$ cat src/event_flags_cfg.svh
`ifndef EVENT_FLAGS_CFG_SVH
`define EVENT_FLAGS_CFG_SVH

// Register index (offset) of each flag register
`define FLAGS_A_OFFSET 8'h00
`define FLAGS_B_OFFSET 8'h01

// Reset value of both flag registers
`define FLAGS_RESET 8'h00

// Reset value of the power-good history bit
`define PGOOD_HIST_RESET 1'b0

// Bit positions in flag register A
`define BIT_LDO_UV 2
`define BIT_IN_OC 1
`define BIT_EXT_REG 0

// Bit positions in flag register B
`define BIT_IN_OV 7
`define BIT_SYS_UVLO 6
`define BIT_SYS_RST 5
`define BIT_SYS_BO 4
`define BIT_THERM 3
`define BIT_SW_OFF 2
`define BIT_BUS_WD 1
`define BIT_BIAS_RDY 0

`endif

$ cat src/event_flags_pkg.sv
package event_flags_pkg;
  // One register byte
  typedef logic [7:0] byte_t;
endpackage

$ cat src/global_event_flag_registers.sv
`timescale 1ns/1ps
`include "event_flags_cfg.svh"
module global_event_flag_registers (
  input wire logic SYS_CLK, // 250 MHz clock
  input wire logic RSTN, // Sync reset, supply reset level
  input wire logic CLK_EN, // Freezes all state when low
  input wire logic RD_STB, // One-cycle register read strobe
  input wire logic WR_STB, // One-cycle register write strobe
  input wire logic [7:0] REG_ADDR, // Register offset
  input wire logic [7:0] WR_DATA, // Write data, ignored here
  output logic [7:0] RD_DATA, // Read data, valid cycle after RD_STB
  output logic RD_VALID, // Read data valid pulse
  input wire logic LDO_UV_EVT, // LDO enabled into undervoltage pulse
  input wire logic IN_OC_EVT, // Input overcurrent pulse
  input wire logic EXT_REGULATOR_POWER_GOOD_IN, // Ext power-good level
  input wire logic EXT_REGULATOR_MONITOR_MASK, // 1 = not monitored
  input wire logic EXT_REGULATOR_LISTEN_ENABLE, // Controller listens
  input wire logic EXT_ENABLE_A_SEQUENCER_ASSIGN, // Enable A assigned
  input wire logic EXT_ENABLE_B_SEQUENCER_ASSIGN, // Enable B assigned
  input wire logic IN_OV_EVT, // Inrush input over lockout pulse
  input wire logic SYS_UVLO_EVT, // Supply under UVLO pulse
  input wire logic SYS_RST_EVT, // Supply under reset level pulse
  input wire logic SYS_BO_EVT, // Supply under brownout pulse
  input wire logic THERM_OVLD_EVT, // Thermal overload pulse
  input wire logic POWEROFF_WITH_RESET_REQUEST, // Written-one pulse
  input wire logic POWEROFF_NO_RESET_REQUEST, // Written-one pulse
  input wire logic BUS_WD_EVT, // Bus watchdog expiry pulse
  input wire logic BIAS_RDY_EVT, // Bias ready pulse
  output logic [7:0] GLOBAL_EVENT_FLAGS_A, // Live view of flags A
  output logic [7:0] GLOBAL_EVENT_FLAGS_B // Live view of flags B
);

  // ----------------------------------------------------------------
  // Event decode
  // ----------------------------------------------------------------
  event_flags_pkg::byte_t global_event_flags_a_r;
  event_flags_pkg::byte_t global_event_flags_b_r;
  event_flags_pkg::byte_t set_a_nxt;
  event_flags_pkg::byte_t set_b_nxt;
  event_flags_pkg::byte_t global_event_flags_a_nxt;
  event_flags_pkg::byte_t global_event_flags_b_nxt;
  logic pgood_prev_r;
  logic pgood_fall;
  logic ext_watch;
  logic rd_a;
  logic rd_b;

  // Edge is taken on the previous sample so a steady level never flags
  assign pgood_fall = pgood_prev_r & ~EXT_REGULATOR_POWER_GOOD_IN;
  assign ext_watch = ~EXT_REGULATOR_MONITOR_MASK
    & EXT_REGULATOR_LISTEN_ENABLE
    & (EXT_ENABLE_A_SEQUENCER_ASSIGN | EXT_ENABLE_B_SEQUENCER_ASSIGN);

  // Writes never reach the flags
  assign rd_a = RD_STB & (REG_ADDR == `FLAGS_A_OFFSET);
  assign rd_b = RD_STB & (REG_ADDR == `FLAGS_B_OFFSET);

  // Set vectors, one bit per event source except the two power-off requests, which share one
  always_comb begin
    set_a_nxt = `FLAGS_RESET;
    set_b_nxt = `FLAGS_RESET;
    set_a_nxt[`BIT_LDO_UV] = LDO_UV_EVT;
    set_a_nxt[`BIT_IN_OC] = IN_OC_EVT;
    set_a_nxt[`BIT_EXT_REG] = pgood_fall & ext_watch;
    set_b_nxt[`BIT_IN_OV] = IN_OV_EVT;
    set_b_nxt[`BIT_SYS_UVLO] = SYS_UVLO_EVT;
    set_b_nxt[`BIT_SYS_RST] = SYS_RST_EVT;
    set_b_nxt[`BIT_SYS_BO] = SYS_BO_EVT;
    set_b_nxt[`BIT_THERM] = THERM_OVLD_EVT;
    set_b_nxt[`BIT_SW_OFF] = POWEROFF_WITH_RESET_REQUEST
      | POWEROFF_NO_RESET_REQUEST;
    set_b_nxt[`BIT_BUS_WD] = BUS_WD_EVT;
    set_b_nxt[`BIT_BIAS_RDY] = BIAS_RDY_EVT;
  end

  // Set wins over the read clear so no event is lost
  always_comb begin
    global_event_flags_a_nxt = (rd_a ? `FLAGS_RESET
      : global_event_flags_a_r) | set_a_nxt;
    global_event_flags_b_nxt = (rd_b ? `FLAGS_RESET
      : global_event_flags_b_r) | set_b_nxt;
  end

  // ----------------------------------------------------------------
  // Flag state
  // ----------------------------------------------------------------
  // Power-good history; reset low so an input held low out of reset
  // never counts as a falling edge, only a seen high arms the detector
  always_ff @(posedge SYS_CLK) begin
    if (!RSTN) begin
      pgood_prev_r <= `PGOOD_HIST_RESET;
    end else if (CLK_EN) begin
      pgood_prev_r <= EXT_REGULATOR_POWER_GOOD_IN;
    end
  end

  // Sticky flags, cleared only by reset or by reading
  always_ff @(posedge SYS_CLK) begin
    if (!RSTN) begin
      global_event_flags_a_r <= `FLAGS_RESET;
      global_event_flags_b_r <= `FLAGS_RESET;
    end else if (CLK_EN) begin
      global_event_flags_a_r <= global_event_flags_a_nxt;
      global_event_flags_b_r <= global_event_flags_b_nxt;
    end
  end

  // ----------------------------------------------------------------
  // Read port
  // ----------------------------------------------------------------
  // Return the pre-clear value; unmapped offsets read zero
  always_ff @(posedge SYS_CLK) begin
    if (!RSTN) begin
      RD_DATA <= `FLAGS_RESET;
      RD_VALID <= 1'b0;
    end else if (CLK_EN) begin
      RD_VALID <= RD_STB;
      if (rd_a) begin
        RD_DATA <= global_event_flags_a_r;
      end else if (rd_b) begin
        RD_DATA <= global_event_flags_b_r;
      end else begin
        RD_DATA <= `FLAGS_RESET;
      end
    end
  end

  // Registered copies of the flags for the interrupt logic outside
  always_ff @(posedge SYS_CLK) begin
    if (!RSTN) begin
      GLOBAL_EVENT_FLAGS_A <= `FLAGS_RESET;
      GLOBAL_EVENT_FLAGS_B <= `FLAGS_RESET;
    end else if (CLK_EN) begin
      GLOBAL_EVENT_FLAGS_A <= global_event_flags_a_nxt;
      GLOBAL_EVENT_FLAGS_B <= global_event_flags_b_nxt;
    end
  end

  // ----------------------------------------------------------------
  // Checks
  // ----------------------------------------------------------------
  a_ldo_uv_set: assert property (@(posedge SYS_CLK) disable iff (!RSTN)
    CLK_EN && LDO_UV_EVT |=> global_event_flags_a_r[`BIT_LDO_UV])
    else $error("LDO undervoltage flag not set");
  a_in_oc_set: assert property (@(posedge SYS_CLK) disable iff (!RSTN)
    CLK_EN && IN_OC_EVT |=> global_event_flags_a_r[`BIT_IN_OC])
    else $error("Input overcurrent flag not set");
  a_ext_reg_set: assert property (@(posedge SYS_CLK) disable iff (!RSTN)
    CLK_EN && $past(CLK_EN) && $past(RSTN) && ext_watch
    && $fell(EXT_REGULATOR_POWER_GOOD_IN)
    |=> global_event_flags_a_r[`BIT_EXT_REG])
    else $error("External regulator flag not set");
  a_ext_reg_idle: assert property (@(posedge SYS_CLK)
    disable iff (!RSTN)
    CLK_EN && EXT_REGULATOR_POWER_GOOD_IN && !rd_a
    |=> global_event_flags_a_r[`BIT_EXT_REG]
      == $past(global_event_flags_a_r[`BIT_EXT_REG]))
    else $error("External regulator flag changed on high input");
  a_ext_reg_quiet: assert property (@(posedge SYS_CLK)
    disable iff (!RSTN)
    CLK_EN && EXT_REGULATOR_MONITOR_MASK && !rd_a
    |=> global_event_flags_a_r[`BIT_EXT_REG]
      == $past(global_event_flags_a_r[`BIT_EXT_REG]))
    else $error("Masked external regulator flag changed");
  a_b_flags_set: assert property (@(posedge SYS_CLK) disable iff (!RSTN)
    CLK_EN |=> (global_event_flags_b_r & $past(set_b_nxt))
      == $past(set_b_nxt))
    else $error("Flag B event not latched");
  a_sw_off_set: assert property (@(posedge SYS_CLK) disable iff (!RSTN)
    CLK_EN && POWEROFF_NO_RESET_REQUEST
    |=> global_event_flags_b_r[`BIT_SW_OFF])
    else $error("Software power-off flag not set");
  a_sw_off_rst: assert property (@(posedge SYS_CLK) disable iff (!RSTN)
    CLK_EN && POWEROFF_WITH_RESET_REQUEST
    |=> global_event_flags_b_r[`BIT_SW_OFF])
    else $error("Software power-off with reset flag not set");
  a_read_clear: assert property (@(posedge SYS_CLK) disable iff (!RSTN)
    CLK_EN && rd_b && set_b_nxt == `FLAGS_RESET
    |=> global_event_flags_b_r == `FLAGS_RESET
      && RD_VALID && RD_DATA == $past(global_event_flags_b_r))
    else $error("Read did not return and clear flags B");
  a_read_clear_a: assert property (@(posedge SYS_CLK)
    disable iff (!RSTN)
    CLK_EN && rd_a && set_a_nxt == `FLAGS_RESET
    |=> global_event_flags_a_r == `FLAGS_RESET
      && RD_VALID && RD_DATA == $past(global_event_flags_a_r))
    else $error("Read did not return and clear flags A");
  a_read_valid: assert property (@(posedge SYS_CLK) disable iff (!RSTN)
    CLK_EN |=> RD_VALID == $past(RD_STB))
    else $error("Read valid does not follow the read strobe");
  a_write_ignored: assert property (@(posedge SYS_CLK)
    disable iff (!RSTN)
    CLK_EN && WR_STB && !RD_STB && set_a_nxt == `FLAGS_RESET
    |=> global_event_flags_a_r == $past(global_event_flags_a_r))
    else $error("Write changed flags A");
  a_set_wins: assert property (@(posedge SYS_CLK) disable iff (!RSTN)
    CLK_EN && rd_a && IN_OC_EVT |=> global_event_flags_a_r[`BIT_IN_OC])
    else $error("Event lost on clearing read");

  // Main scenarios worth seeing in coverage
  c_read_a: cover property (@(posedge SYS_CLK) disable iff (!RSTN)
    rd_a && global_event_flags_a_r != `FLAGS_RESET);
  c_read_b: cover property (@(posedge SYS_CLK) disable iff (!RSTN)
    rd_b && global_event_flags_b_r != `FLAGS_RESET);
  c_ext_fall: cover property (@(posedge SYS_CLK) disable iff (!RSTN)
    set_a_nxt[`BIT_EXT_REG]);
  c_race: cover property (@(posedge SYS_CLK) disable iff (!RSTN)
    rd_b && set_b_nxt != `FLAGS_RESET);
  c_both_poweroff: cover property (@(posedge SYS_CLK) disable iff (!RSTN)
    POWEROFF_WITH_RESET_REQUEST && POWEROFF_NO_RESET_REQUEST);

endmodule // global_event_flag_registers

$ cat config.mk
export PLATFORM = sky130hd
export DESIGN_NAME = global_event_flag_registers
export DESIGN_NICKNAME = d
export VERILOG_FILES = /design/src/event_flags_pkg.sv /design/src/global_event_flag_registers.sv
export VERILOG_INCLUDE_DIRS = /design/src /design/src/src
export SDC_FILE = /design/constraint.sdc
export NUM_CORES = 1
export LEC_CHECK = 0
export BUFFER_PORTS_ARGS = -buffer_cell sky130_fd_sc_hd__buf_2
export CAP_MARGIN = 0
export CORE_MARGIN = 2
export CORE_UTILIZATION = 42
export CTS_CLUSTER_SIZE = 8
export DETAILED_ROUTE_END_ITERATION = 10
export PLACE_DENSITY_LB_ADDON = 0.15
export SLEW_MARGIN = 40
export SYNTH_ARGS = -nofsm -noshare
export SYNTH_HDL_FRONTEND = slang
export SYNTH_SLANG_ARGS = --single-unit
$ cat constraint.sdc
create_clock -name SYS_CLK -period 3.75 [get_ports SYS_CLK]
set_input_delay 0.375 -clock SYS_CLK [delete_from_list [all_inputs] [get_ports SYS_CLK]]
set_output_delay 0.375 -clock SYS_CLK [all_outputs]
set_load 0.03 [all_outputs]
==> impl_results.md <==
- Hold Path Depth: 2
- CP peak stage delay: 580 ps
- Total GRT Usage: 0.165
- Status: complete, no violations
- RePlAce Congestion: 0.687
- Hold wc startpoint: IN_OV_EVT
- Share of post-route cells with drive strength above 1: 0.448
- Slew @ Worst Pin: 659 ps
- Die Y: 49.9 microns
- CTS buffer count: 3
- Worst Clk Skew: 3.81 ps
- Period utilization: 0.447
- Die ar.: 0.00249 sq mm
- Final-report hold violation count: 0
- Worst EP required: 3940 ps
- CTS Sinks: 21
- Initial Util: 0.446
- Initial drt markers: 10
- Setup slack, reg-to-reg: 2800 ps
- Drt pass-1 iters: 4
- Pwr dens: 383 mW/mm^2
- Vias in the first global route: 755
- Worst EP arrival: 1870 ps
- Peak VDD IR: 192 uV
- Largest net degree at the start of global routing: 30
- Final Setup Violations: 0
- CP max stage cell: or4_4
- Avg WL per Cell: 12.1 microns
- Final hold slack: 287 ps
- Ant. Diodes: 0
- Max-cap violations: 0
- Synth Warn #: 0
- Distinct cells, synth: 25
- Placed cells: 157
- Post-route DRC: 0
- Startpoint Class: primary input
- Clock Latency Late Sink: 290 ps
- Non-filler cells, final: 161
- Path depth of the worst reg2reg path: 2
- Largest fanout on the critical path: 13
- Crit path kind: primary input to flop
- Reg2reg start: global_event_flags_a_r[1]
- Total grt overflow: 0
- Resized cells post-CTS: 0
- Clock Pin Slew Worst Setup and Hold Paths: 110 ps
- Via count: 807
- Clock Tree Buf Depth: 2
- Cell chain of the critical path: buf_2 > or4_4 > or4_4 > a32o_1
- Syn Inst Count: 91
- Synthesis-stage register bit count: 21
- HP Class: primary input to flop
- Yosys top cell by area: dfxtp_1
- Setup Buffers After CTS: 0
- Via density: 5.01
- Fin Setup TNS: 0 ps
- Synth area leaders: dfxtp_1, a32o_1, nand2_1
- Port-buffer cells: 47
- Cts hold-fix bufs: 0
- Fillers: 212
- Total power: 430 uW
- Layout area overhead: 27.1%
- Pleak: 0.000542 uW
- Reg2reg end: RD_DATA[1]
- Pins Over Slew Limit: 0
- First-pass GRT wire length: 3240 microns
- Most common cell after layout, fill and taps aside: buf_2
- Avg Inst Size Synth: 9.71 sq um
- DP Wirelength: 1490 microns
- Fin nets: 172
- Mapped Area: 883 sq um
- Commonest non-fill, non-tap cells in the layout: buf_2, dfxtp_1, nand2_1
- Achievable frequency: 0.597 GHz
- CTS tree: yes
- Max-slew headroom: 0.557
- RSZ-0062 raised after global routing: false
- CP endpoint kind: flop
- Sequential fraction of the synthesis area: 0.476
- IO Pins: 62
- Core Region: 0.00198 sq mm
- H-tree depth: 1
- Root Driver: clkbuf_4
- Die X: 49.9 microns
- Row cnt: 16
- Post-Route WL: 1960 microns
- Yosys top cell area share: 0.476
- Min cycle time layout: 1680 ps
- Hold Path Sink: global_event_flags_b_r[7]
- Crit path top cell by count: or4_4
- Initial antenna violation count: 0
- Antenna-violating nets left: 0
==> Yosys cell counts <==
cell type and number:
nand2_1 14, a32oi_1 2, or4_4 2, or3_1 1, nor2b_1 2, nor4bb_1 1
a31o_2 5, clkbuf_1 6, a21boi_0 1, buf_4 5, conb_1 1, nand2b_1 1
a32o_1 6, o211ai_1 2, and3_1 2, nor3_1 1, mux2i_1 1, inv_1 1
o211a_1 1, mux2_2 3, dfxtp_1 21, and2_1 3, o21ai_0 7, buf_6 1
nand3_1 1
==> registers in the layout, summed over array words and instances (netlist names) <==
register / cells
RD_DATA: 8
global_event_flags_b_r: 8
global_event_flags_a_r: 3
RD_VALID: 1
pgood_prev_r: 1
==> routing by layer <==
metal	vias up	GRT usage	wire length, microns
met5	-	0	0
met4	0	0.0417	0
met3	0	0.0273	95
met2	25	0.300	1000
met1	375	0.199	857
li1	407	-	-
==> where the power goes <==
group | total, uW | switching, uW | internal [uW] | leakage [uW]
clock network | 105 | 63.4 | 41.3 | 0.0000150
registers | 243 | 8.56 | 235 | 0.000172
logic | 81.7 | 50.6 | 31.1 | 0.000355
==> worst max path at each step <==
stage	depth (start not counted)	startpoint	end
after global routing	4	REG_ADDR[1]	global_event_flags_b_r[5]
after CTS	4	REG_ADDR[1]	global_event_flags_b_r[3]
after global placement	4	REG_ADDR[1]	global_event_flags_b_r[5]
after detailed placement	4	REG_ADDR[1]	global_event_flags_b_r[5]
after floorplan	4	REG_ADDR[1]	global_event_flags_b_r[5]
final	4	REG_ADDR[1]	global_event_flags_b_r[6]
==> stage by stage <==
step / setup slack [ps] / utilization / area, sq um
floorplan: 1850 / - / 898
global placement: 1760 / 0.553 / 1100
detailed placement: 1750 / 0.553 / 1100
CTS: 2070 / 0.566 / 1120
global route: 2040 / 0.566 / 1120
finish: 2070 / 0.566 / 1120
==> logic make-up after synthesis <==
logic type / after synthesis / share of synthesized area
AOI/OAI and AO/OA: 24 / 0.214
buffers and inverters: 13 / 0.0850
DFF: 21 / 0.476
other: 1 / 0.00425
muxes: 4 / 0.0496
and+or+nand+nor: 28 / 0.171
==> critical path, delay by kind of cell <==
kind                   cells  cell delay (ps)
AO/OA/AOI/OAI              1              290
buffers and inverters      1               90
AND/OR/NAND/NOR            2             1110
==> cell type report <==
| type | count | area, sq um | area share |
|---|---|---|---|
| flip-flops and latches | 21 | 420 | 0.375 |
| well taps | 27 | 33.8 | 0.0301 |
| inverters | 1 | 3.75 | 0.00334 |
| multi-input cells | 61 | 403 | 0.359 |
| clock buffers | 4 | 26.3 | 0.0234 |
| repair buffers | 47 | 235 | 0.210 |
No activity file was read; power rests on OpenSTA's default activity.
